<file path="src/iocsm_pkg.sv">
/*
 * iocsm_pkg: shared constants and types of the I/O connection state machine.
 * Assumes one 25 MHz clock; registers sit on a 32-bit APB slave.
 */
package iocsm_pkg;

	// register byte offsets
	localparam logic [7:0] REG_CMD    = 8'h00;
	localparam logic [7:0] REG_CONFIG = 8'h04;
	localparam logic [7:0] REG_EPR    = 8'h08;
	localparam logic [7:0] REG_PSIZE  = 8'h0C;
	localparam logic [7:0] REG_CSIZE  = 8'h10;
	localparam logic [7:0] REG_STATUS = 8'h14;
	localparam logic [7:0] REG_RDATA  = 8'h18;

	// command register fields
	localparam int CMD_CODE_LSB = 0;
	localparam int CMD_ATTR_LSB = 8;

	// config register fields
	localparam int CFG_PENDING_BIT = 0;
	localparam int CFG_VALERR_BIT  = 1;
	localparam int CFG_ACTION_LSB  = 2;

	// status register fields
	localparam int ST_STATE_LSB = 0;
	localparam int ST_RUN_BIT   = 5;
	localparam int ST_CODE_LSB  = 8;
	localparam int ST_VALID_BIT = 16;

	// reset values
	localparam logic [15:0] EPR_RESET   = 16'h0000;
	localparam logic [15:0] PSIZE_RESET = 16'h0008;
	localparam logic [15:0] CSIZE_RESET = 16'h0008;

	// general error codes
	localparam logic [7:0] GEN_SUCCESS     = 8'h00;
	localparam logic [7:0] GEN_BAD_VALUE   = 8'h09;
	localparam logic [7:0] GEN_WRONG_STATE = 8'h0C;
	localparam logic [7:0] GEN_NO_ATTR     = 8'h14;
	localparam logic [7:0] GEN_NO_OBJECT   = 8'h16;

	// payload bytes carried by one transmitted fragment
	localparam logic [15:0] FRAG_BYTES = 16'h0007;

	// watchdog tick: the packet rate counts in milliseconds
	localparam int TICK_TIME_NS  = 1000000;
	localparam int CLK_PERIOD_NS = 40;
	localparam int TICK_CYCLES   = (TICK_TIME_NS + CLK_PERIOD_NS - 1) / CLK_PERIOD_NS;

	typedef enum logic [2:0] {
		CMD_NONE   = 3'h0,
		CMD_CREATE = 3'h1,
		CMD_DELETE = 3'h2,
		CMD_GET    = 3'h3,
		CMD_RESET  = 3'h4,
		CMD_APPLY  = 3'h5
	} iocsm_cmd_e;

	typedef enum logic [4:0] {
		ST_NONEXIST = 5'h01,
		ST_CONFIG   = 5'h02,
		ST_WAIT     = 5'h04,
		ST_ESTAB    = 5'h08,
		ST_TIMEOUT  = 5'h10
	} iocsm_state_e;

	typedef enum logic [1:0] {
		ACT_TIMEOUT    = 2'h0,
		ACT_DELETE     = 2'h1,
		ACT_AUTORESET  = 2'h2,
		ACT_DEFERRED   = 2'h3
	} iocsm_action_e;

	typedef struct packed {
		logic        valid;
		logic        last;
		logic [15:0] len;
	} iocsm_rx_s;

	typedef struct packed {
		logic        valid;
		logic [15:0] len;
	} iocsm_msg_s;

	typedef struct packed {
		logic        valid;
		logic        first;
		logic        last;
		logic [15:0] len;
	} iocsm_frag_s;

endpackage

</file>
<file path="src/iocsm_watchdog.sv">
/*
 * iocsm_watchdog: inactivity timer counting in millisecond ticks.
 * Assumes a load and a stop never arrive together; load wins if they do.
 */
module iocsm_watchdog
	import iocsm_pkg::*;
#(
	parameter int TICKS = TICK_CYCLES
) (
	// clock and reset
	input  wire logic        i_clock,
	input  wire logic        i_reset,
	// control
	input  wire logic        i_load,
	input  wire logic [15:0] i_value,
	input  wire logic        i_stop,
	// status
	output logic             o_running,
	output logic             o_expire
);

	logic [31:0] div_q;
	logic [15:0] count_q;
	logic        tick;

	// divider restarts on load so the first period is whole
	assign tick = (div_q == 32'(TICKS - 1));

	always_ff @(posedge i_clock or posedge i_reset) begin
		if (i_reset) begin
			div_q <= 32'h0000_0000;
		end else if (i_load || tick || !o_running) begin
			div_q <= 32'h0000_0000;
		end else begin
			div_q <= div_q + 32'h0000_0001;
		end
	end

	// a zero value leaves the timer stopped
	always_ff @(posedge i_clock or posedge i_reset) begin
		if (i_reset) begin
			count_q   <= 16'h0000;
			o_running <= 1'b0;
			o_expire  <= 1'b0;
		end else begin
			o_expire <= 1'b0;
			if (i_load) begin
				count_q   <= i_value;
				o_running <= (i_value != 16'h0000);
			end else if (i_stop) begin
				o_running <= 1'b0;
			end else if (o_running && tick) begin
				if (count_q == 16'h0001) begin
					o_running <= 1'b0;
					o_expire  <= 1'b1;
				end
				count_q <= count_q - 16'h0001;
			end
		end
	end

endmodule // iocsm_watchdog

</file>
<file path="src/iocsm_top.sv">
/*
 * iocsm_top: one I/O connection with its state machine, register access,
 * receive gating, transmit fragmentation and inactivity watchdog.
 * Assumes APB master on the same clock and synchronous message inputs.
 */
// Behaviour
// - non-existent: get, reset and apply answer error 16h
// - other states: get returns the selected attribute value
// - reset in configuring or waiting answers error 0Ch
// - reset in established restarts watchdog from packet rate
// - reset in timed-out starts watchdog if rate nonzero, back to established
// - apply in configuring with identifier pending: success, go waiting
// - apply in configuring fully configured: start timers, go established
// - apply in configuring with validation error: error, stay configuring
// - apply while waiting and identifier still pending: success, stay waiting
// - apply while waiting with identifiers configured: success, go established
// - apply in established answers 0Ch; settings act at once
// - rx discarded unless established; good message restarts watchdog, delivered
// - send outside established: nothing sent, internal error pulse
// - send in established: split into fragments when above size
// - watchdog expiry in established performs the timeout action
// - received message above consumed size is dropped entirely
// - watchdog not restarted until the last fragment arrives
module iocsm_top
	import iocsm_pkg::*;
#(
	parameter int TICKS = TICK_CYCLES
) (
	// clock and reset
	input  wire logic        i_clock,
	input  wire logic        i_reset,
	// apb slave
	input  wire logic        i_psel,
	input  wire logic        i_penable,
	input  wire logic        i_pwrite,
	input  wire logic [7:0]  i_paddr,
	input  wire logic [31:0] i_pwdata,
	output logic [31:0]      o_prdata,
	output logic             o_pready,
	output logic             o_pslverr,
	// network side
	input  wire iocsm_rx_s   i_rx,
	output iocsm_frag_s      o_tx,
	// application side
	input  wire iocsm_msg_s  i_send,
	output iocsm_msg_s       o_deliver,
	output logic             o_send_error,
	output logic             o_tx_busy,
	output logic [4:0]       o_state
);

	iocsm_state_e state_q;
	iocsm_state_e state_d;
	logic [7:0]   code_q;
	logic [7:0]   code_d;
	logic [15:0]  rdata_q;
	logic [15:0]  rdata_d;
	logic         valid_q;
	logic [15:0]  cmd_q;
	logic         pending_q;
	logic         valerr_q;
	logic [1:0]   action_q;
	logic [15:0]  epr_q;
	logic [15:0]  psize_q;
	logic [15:0]  csize_q;
	logic         wd_load;
	logic         wd_stop;
	logic         wd_running;
	logic         wd_expire;
	logic         wr_fire;
	logic         cmd_fire;
	logic         rx_good;
	logic [15:0]  rx_acc_q;
	logic [16:0]  rx_sum;
	logic [15:0]  tx_rem_q;
	logic         tx_split_q;
	logic         tx_first_q;
	logic [15:0]  tx_len;

	// write and command take effect only at the completing edge
	assign wr_fire  = i_psel && i_penable && o_pready && i_pwrite;
	assign cmd_fire = wr_fire && (i_paddr == REG_CMD);

	// no wait state: pready and read data both come from flops
	always_ff @(posedge i_clock or posedge i_reset) begin
		if (i_reset) begin
			o_pready  <= 1'b0;
			o_pslverr <= 1'b0;
			o_prdata  <= 32'h0000_0000;
		end else begin
			o_pready  <= i_psel && !i_penable;
			o_pslverr <= 1'b0;
			o_prdata  <= 32'h0000_0000;
			if (i_psel && !i_penable) begin
				case (i_paddr)
					REG_CMD:    o_prdata <= {16'h0000, cmd_q};
					REG_CONFIG: o_prdata <= {28'h0000000, action_q, valerr_q, pending_q};
					REG_EPR:    o_prdata <= {16'h0000, epr_q};
					REG_PSIZE:  o_prdata <= {16'h0000, psize_q};
					REG_CSIZE:  o_prdata <= {16'h0000, csize_q};
					REG_STATUS: o_prdata <= {15'h0000, valid_q, code_q, 2'h0, wd_running, 5'(state_q)};
					REG_RDATA:  o_prdata <= {16'h0000, rdata_q};
					default:    o_pslverr <= 1'b1;
				endcase
			end
		end
	end

	// software settings; in established they act at once
	always_ff @(posedge i_clock or posedge i_reset) begin
		if (i_reset) begin
			cmd_q     <= 16'h0000;
			pending_q <= 1'b0;
			valerr_q  <= 1'b0;
			action_q  <= 2'h0;
			epr_q     <= EPR_RESET;
			psize_q   <= PSIZE_RESET;
			csize_q   <= CSIZE_RESET;
		end else if (wr_fire) begin
			case (i_paddr)
				REG_CMD: cmd_q <= i_pwdata[15:0];
				REG_CONFIG: begin
					pending_q <= i_pwdata[CFG_PENDING_BIT];
					valerr_q  <= i_pwdata[CFG_VALERR_BIT];
					action_q  <= i_pwdata[CFG_ACTION_LSB +: 2];
				end
				REG_EPR:   epr_q   <= i_pwdata[15:0];
				REG_PSIZE: psize_q <= i_pwdata[15:0];
				REG_CSIZE: csize_q <= i_pwdata[15:0];
				default: ;
			endcase
		end
	end

	// expiry is applied first so a command in the same cycle sees its result
	always_comb begin
		iocsm_cmd_e cmd;
		cmd     = iocsm_cmd_e'(i_pwdata[CMD_CODE_LSB +: 3]);
		state_d = state_q;
		code_d  = code_q;
		rdata_d = rdata_q;
		wd_load = 1'b0;
		wd_stop = 1'b0;
		if (wd_expire && state_q == ST_ESTAB) begin
			case (iocsm_action_e'(action_q))
				ACT_DELETE:    state_d = ST_NONEXIST;
				ACT_AUTORESET: wd_load = 1'b1;
				default:       state_d = ST_TIMEOUT;
			endcase
		end
		if (cmd_fire) begin
			code_d = GEN_SUCCESS;
			case (cmd)
				CMD_CREATE: begin
					if (state_d == ST_NONEXIST) begin
						state_d = ST_CONFIG;
					end else begin
						code_d = GEN_WRONG_STATE;
					end
				end
				CMD_DELETE: begin
					if (state_d == ST_NONEXIST) begin
						code_d = GEN_NO_OBJECT;
					end else begin
						state_d = ST_NONEXIST;
						wd_stop = 1'b1;
						wd_load = 1'b0;
					end
				end
				CMD_GET: begin
					if (state_d == ST_NONEXIST) begin
						code_d = GEN_NO_OBJECT;
					end else begin
						case (i_pwdata[CMD_ATTR_LSB +: 8])
							8'h00:   rdata_d = {11'h000, 5'(state_d)};
							8'h01:   rdata_d = epr_q;
							8'h02:   rdata_d = psize_q;
							8'h03:   rdata_d = csize_q;
							8'h04:   rdata_d = {14'h0000, action_q};
							default: code_d = GEN_NO_ATTR;
						endcase
					end
				end
				CMD_RESET: begin
					case (state_d)
						ST_NONEXIST: code_d = GEN_NO_OBJECT;
						ST_ESTAB: wd_load = 1'b1;
						ST_TIMEOUT: begin
							wd_load = 1'b1;
							state_d = ST_ESTAB;
						end
						default: code_d = GEN_WRONG_STATE;
					endcase
				end
				CMD_APPLY: begin
					case (state_d)
						ST_NONEXIST: code_d = GEN_NO_OBJECT;
						ST_CONFIG: begin
							if (valerr_q) begin
								code_d = GEN_BAD_VALUE;
							end else if (pending_q) begin
								state_d = ST_WAIT;
							end else begin
								state_d = ST_ESTAB;
								wd_load = 1'b1;
							end
						end
						ST_WAIT: begin
							if (!pending_q) begin
								state_d = ST_ESTAB;
								wd_load = 1'b1;
							end
						end
						default: code_d = GEN_WRONG_STATE;
					endcase
				end
				default: code_d = GEN_NO_ATTR;
			endcase
		end
		if (rx_good && state_d == ST_ESTAB) begin
			wd_load = 1'b1;
		end
	end

	always_ff @(posedge i_clock or posedge i_reset) begin
		if (i_reset) begin
			state_q <= ST_NONEXIST;
			code_q  <= GEN_SUCCESS;
			rdata_q <= 16'h0000;
			valid_q <= 1'b0;
			o_state <= 5'(ST_NONEXIST);
		end else begin
			state_q <= state_d;
			code_q  <= code_d;
			rdata_q <= rdata_d;
			valid_q <= valid_q || cmd_fire;
			o_state <= 5'(state_d);
		end
	end

	iocsm_watchdog #(
		.TICKS (TICKS)
	) u_watchdog (
		.i_clock   (i_clock),
		.i_reset   (i_reset),
		.i_load    (wd_load),
		.i_value   (epr_q),
		.i_stop    (wd_stop),
		.o_running (wd_running),
		.o_expire  (wd_expire)
	);

	// length adds up over fragments; only the last one counts
	assign rx_sum = {1'b0, rx_acc_q} + {1'b0, i_rx.len};
	assign rx_good = i_rx.valid && i_rx.last && (state_q == ST_ESTAB) && (rx_sum <= {1'b0, csize_q});

	always_ff @(posedge i_clock or posedge i_reset) begin
		if (i_reset) begin
			rx_acc_q  <= 16'h0000;
			o_deliver <= '0;
		end else begin
			o_deliver.valid <= 1'b0;
			if (i_rx.valid) begin
				rx_acc_q <= i_rx.last ? 16'h0000 : (rx_sum[16] ? 16'hFFFF : rx_sum[15:0]);
				if (rx_good) begin
					o_deliver.valid <= 1'b1;
					o_deliver.len   <= rx_sum[15:0];
				end
			end
		end
	end

	// a send while busy is ignored; software must wait for busy to drop
	assign tx_len = (tx_split_q && tx_rem_q > FRAG_BYTES) ? FRAG_BYTES : tx_rem_q;

	always_ff @(posedge i_clock or posedge i_reset) begin
		if (i_reset) begin
			o_tx         <= '0;
			o_tx_busy    <= 1'b0;
			o_send_error <= 1'b0;
			tx_rem_q     <= 16'h0000;
			tx_split_q   <= 1'b0;
			tx_first_q   <= 1'b0;
		end else begin
			o_tx.valid   <= 1'b0;
			o_send_error <= 1'b0;
			if (state_q != ST_ESTAB) begin
				o_tx_busy <= 1'b0;
				if (i_send.valid) begin
					o_send_error <= 1'b1;
				end
			end else if (o_tx_busy) begin
				o_tx.valid <= 1'b1;
				o_tx.first <= tx_first_q;
				o_tx.last  <= (tx_rem_q == tx_len);
				o_tx.len   <= tx_len;
				tx_first_q <= 1'b0;
				tx_rem_q   <= tx_rem_q - tx_len;
				o_tx_busy  <= (tx_rem_q != tx_len);
			end else if (i_send.valid) begin
				tx_rem_q   <= i_send.len;
				tx_split_q <= (i_send.len > psize_q);
				tx_first_q <= 1'b1;
				o_tx_busy  <= 1'b1;
			end
		end
	end

endmodule // iocsm_top

</file>
<file path="config.mk">
export PLATFORM = sky130hd
export DESIGN_NAME = iocsm_top
export DESIGN_NICKNAME = d
export VERILOG_FILES = /design/src/iocsm_pkg.sv /design/src/iocsm_watchdog.sv /design/src/iocsm_top.sv
export SDC_FILE = /design/constraint.sdc
export NUM_CORES = 1
export LEC_CHECK = 0
export ABC_AREA = 1
export CELL_PAD_IN_SITES_DETAIL_PLACEMENT = 1
export CELL_PAD_IN_SITES_GLOBAL_PLACEMENT = 1
export CORE_ASPECT_RATIO = 1.75
export CORE_UTILIZATION = 48
export CTS_CLUSTER_DIAMETER = 60
export CTS_CLUSTER_SIZE = 40
export DETAILED_ROUTE_END_ITERATION = 10
export DONT_BUFFER_PORTS = 1
export MAX_ROUTING_LAYER = met4
export PLACE_DENSITY = 0.84
export SKIP_CTS_REPAIR_TIMING = 1
export SLEW_MARGIN = 20
export SYNTH_ARGS = -nofsm -noshare
export SYNTH_HDL_FRONTEND = slang
export SYNTH_SLANG_ARGS = --single-unit
</file>
<file path="constraint.sdc">
create_clock -name i_clock -period 10.5 [get_ports i_clock]
set_clock_uncertainty 0.15 [all_clocks]
set_input_delay 2.1 -clock i_clock [delete_from_list [all_inputs] [get_ports i_clock]]
set_output_delay 2.1 -clock i_clock [all_outputs]
set_load 0.02 [all_outputs]
</file>
==> impl_metrics.tcl <==
set metrics [dict create \
    synth_warnings 0 \
    finalNonFillerCells 2061 \
    crit_type "in -> reg" \
    synth_top_area_share_pct 43.42 \
    synth_common_cells "nand2_1 (365), inv_1 (251), dfrtp_1 (233)" \
    cts_sinks 236 \
    netlist_area_mm2 0.01343 \
    critPathMaxFanout 34 \
    final_layout_size_suffix_gt1_share_pct 4.137 \
    synth-seq-area-share_pct 44.01 \
    rsz0062_at_grt "no" \
    hold_violations 0 \
    relSlewSlack_pct 20.88 \
    drt_wl_total_um 42580 \
    crit_path_start "i_rx[4]" \
    status "finished, final reports clean" \
    cp-end-kind "flop" \
    cellPowerDensity_mw_per_mm2 156.7 \
    setup_viol 0 \
    drtPass1Iterations 5 \
    synth_cell_types 56 \
    clk_latency_ps 530 \
    cp.required_ps 10760 \
    fp.dieW_um 128.4 \
    p_leak_nw 6.737 \
    ios 157 \
    grt_pass1_wl_um 67060 \
    clkTransAtPathRegs_ps 100 \
    postSynthCellCount 1712 \
    io_buffer_count 0 \
    area_growth_pct 5.898 \
    die_h_um 223.3 \
    core_mm2 0.02743 \
    slew_viol_final 0 \
    crit_buf_inv 1 \
    avgSynthCellArea_um2 7.843 \
    fillerInstances 3447 \
    routabilityCongestion 0.9141 \
    crit_family "simple AND/OR/NAND/NOR gates" \
    hp-start "valid_q$_DFF_PP0_" \
    vias_per_cell 5.723 \
    fin_crit_sh_pct 67.45 \
    track_usage_pct 31.30 \
    yosys.area.top_type "dfrtp_1" \
    antenna_found_initial 0 \
    drc 0 \
    grt_pass1_vias 12790 \
    synth_area_leaders "dfrtp_1 (43%), nand2_1 (10%), inv_1 (7.0%)" \
    timing.max_cap.violations 0 \
    path_common_cell "nand2_1" \
    ys_ff_latch 236 \
    wire_per_inst_um 20.66 \
    period_needed_ps 7082 \
    min_path_type "reg -> reg" \
    synth_edf_count 0 \
    slowest_delay_ps 530 \
    dpl.hpwl_um 32150 \
    critPathSlowestCell "o21ai_0" \
    setup_tns_ps 0 \
    layout_setup_ws_ps 3418 \
    grt-ovfl-total 0 \
    drt_first_iter_violations 617 \
    dieArea_mm2 0.02867 \
    fmax_ghz 0.1412 \
    initial_utilization_pct 48.96 \
    synthArstFlopShare_pct 100.0 \
    peakVddDrop_uv 149.6 \
    place_ws_ps 2808 \
    start_kind "input port" \
    dpl.cell_count 2033 \
    vias 11800 \
    cp.arrival_ps 7340 \
    tightest_slew_ps 1174 \
    numCtsBuffers 16 \
    nets 1818 \
    yosysMostFrequentCell "nand2_1" \
    root_buffer "clkbuf_16" \
    ant_nets 0 \
    num_antenna_cells 0 \
    htree_levels 1 \
    fp-row-count 80 \
    fin_hold_ws_ps 313.0 \
    r2r-start "rx_acc_q[3]$_DFFE_PP0P_" \
    ys.flop_type "dfrtp_1" \
    grt_max_degree 102 \
    cts_tree "built" \
    cts_buffer_depth 3 \
    r2r_slack_ps 4540 \
]
placed cells by master, fill, tap and decap left out, types with 5 or more instances in the layout:
cell type  netlist  layout
nand2_1        365     365
o21ai_0        178     178
nor2_2           6       7
inv_1          251     250
a211oi_1         5       5
conb_1           1      15
a221oi_1         7       7
dfrtp_1        233     233
clkbuf_16        0      17
nand3_1         58      58
o31ai_1         14      14
nand2_2          7       7
a21oi_1         56      56
xnor2_1         11      11
o21ai_1          5       5
ha_1            55      55
nor3_1          30      30
nand4_1         42      42
a31oi_1          9       9
o22ai_1         48      48
nor2_1         148     147
xor2_1          37      37
nor4_1          18      18
mux2i_1         14      14
final timing paths:
check	to	cells after the start
worst min register to register	valid_q$_DFF_PP0_	2
max in group asynchronous	state_q[2]$_DFF_PP0_	2
worst min-delay path	valid_q$_DFF_PP0_	2
worst max-delay path	u_watchdog.count_q[10]$_DFFE_PP0P_	25
worst max register to register	u_watchdog.count_q[10]$_DFFE_PP0P_	27
min in group asynchronous	psize_q[7]$_DFFE_PP0P_	1
where the power goes:
| group | leakage, nW | switching [mW] | total [mW] | internal, mW |
|---|---|---|---|---|
| clock network | 0.272 | 0.372 | 0.719 | 0.346 |
| registers | 3.12 | 0.0241 | 0.964 | 0.940 |
| logic | 3.34 | 0.363 | 0.546 | 0.183 |
| total | 6.74 | 0.759 | 2.23 | 1.47 |
area by class of cell:
type,count,area (µm²),share of cell area (%)
timing repair buffer,5,41.29,0.2904
clock buffer,19,442.9,3.115
tap,369,461.7,3.247
sequential,236,5909,41.56
multi-input combinational,1168,6281,44.17
clock inverter,9,118.9,0.8359
inverter,255,964.7,6.784
kinds of logic (layout without fill, tap and decap cells):
family,count (synthesis),count (layout),synth area share [%]
xor gates and xnor gates,48,48,3.131
AOI/OAI and AO/OA,344,344,14.58
and+or+nand+nor,691,691,22.30
adders and majority gates,56,56,5.274
muxes,14,14,1.044
DFF,236,236,44.01
buffers and inverters,322,288,9.635
other,1,15,0.02793
flip-flops by register name, indices dropped and copies added (netlist names), 17 cells and up:
register	cells
o_deliver	17
o_prdata	17
o_tx	19
u_watchdog.div_q	32
per-stage QoR:
step                      total power [mW]  utilization (%)  cell area [µm²]
after floorplan                      1.365                -            13480
after global placement               1.493            49.77            13650
final                                2.228            51.85            14220
after global routing                 2.339            51.85            14220
after detailed placement             1.528            49.77            13650
after CTS                            2.244            51.82            14210
worst reg2reg max path, cell delays in order (launching register included):
cell and delay, ps:
dfrtp_1 420, ha_1 390, nand2_1 70, nand2_1 80
nand3_1 80, nand2_1 70, a21oi_1 60, o21ai_0 530
nand3_1 210, o21ai_0 350, xor2_1 380, ha_1 330
nand2_1 90, nor2_1 50, a211oi_1 230, nand2_1 90
nand2_1 60, nand2_1 50, nand2_1 50, nand2_1 60
nand2_1 110, nand3_2 470, a21oi_1 340, nand2_2 450
nand2_4 400, nand2_1 120, nand2_1 70, nand2_1 50
metal layers:
metal	up-vias	wire, µm	track usage (%)	share of wire, %
met5	-	0	-	0
met4	0	2673	18.90	6.3
met3	132	1918	4.460	4.5
met2	335	22660	55.73	53
met1	5781	15330	32.00	36
li1	5547	-	-	-
(Power assumes the default switching activity.)
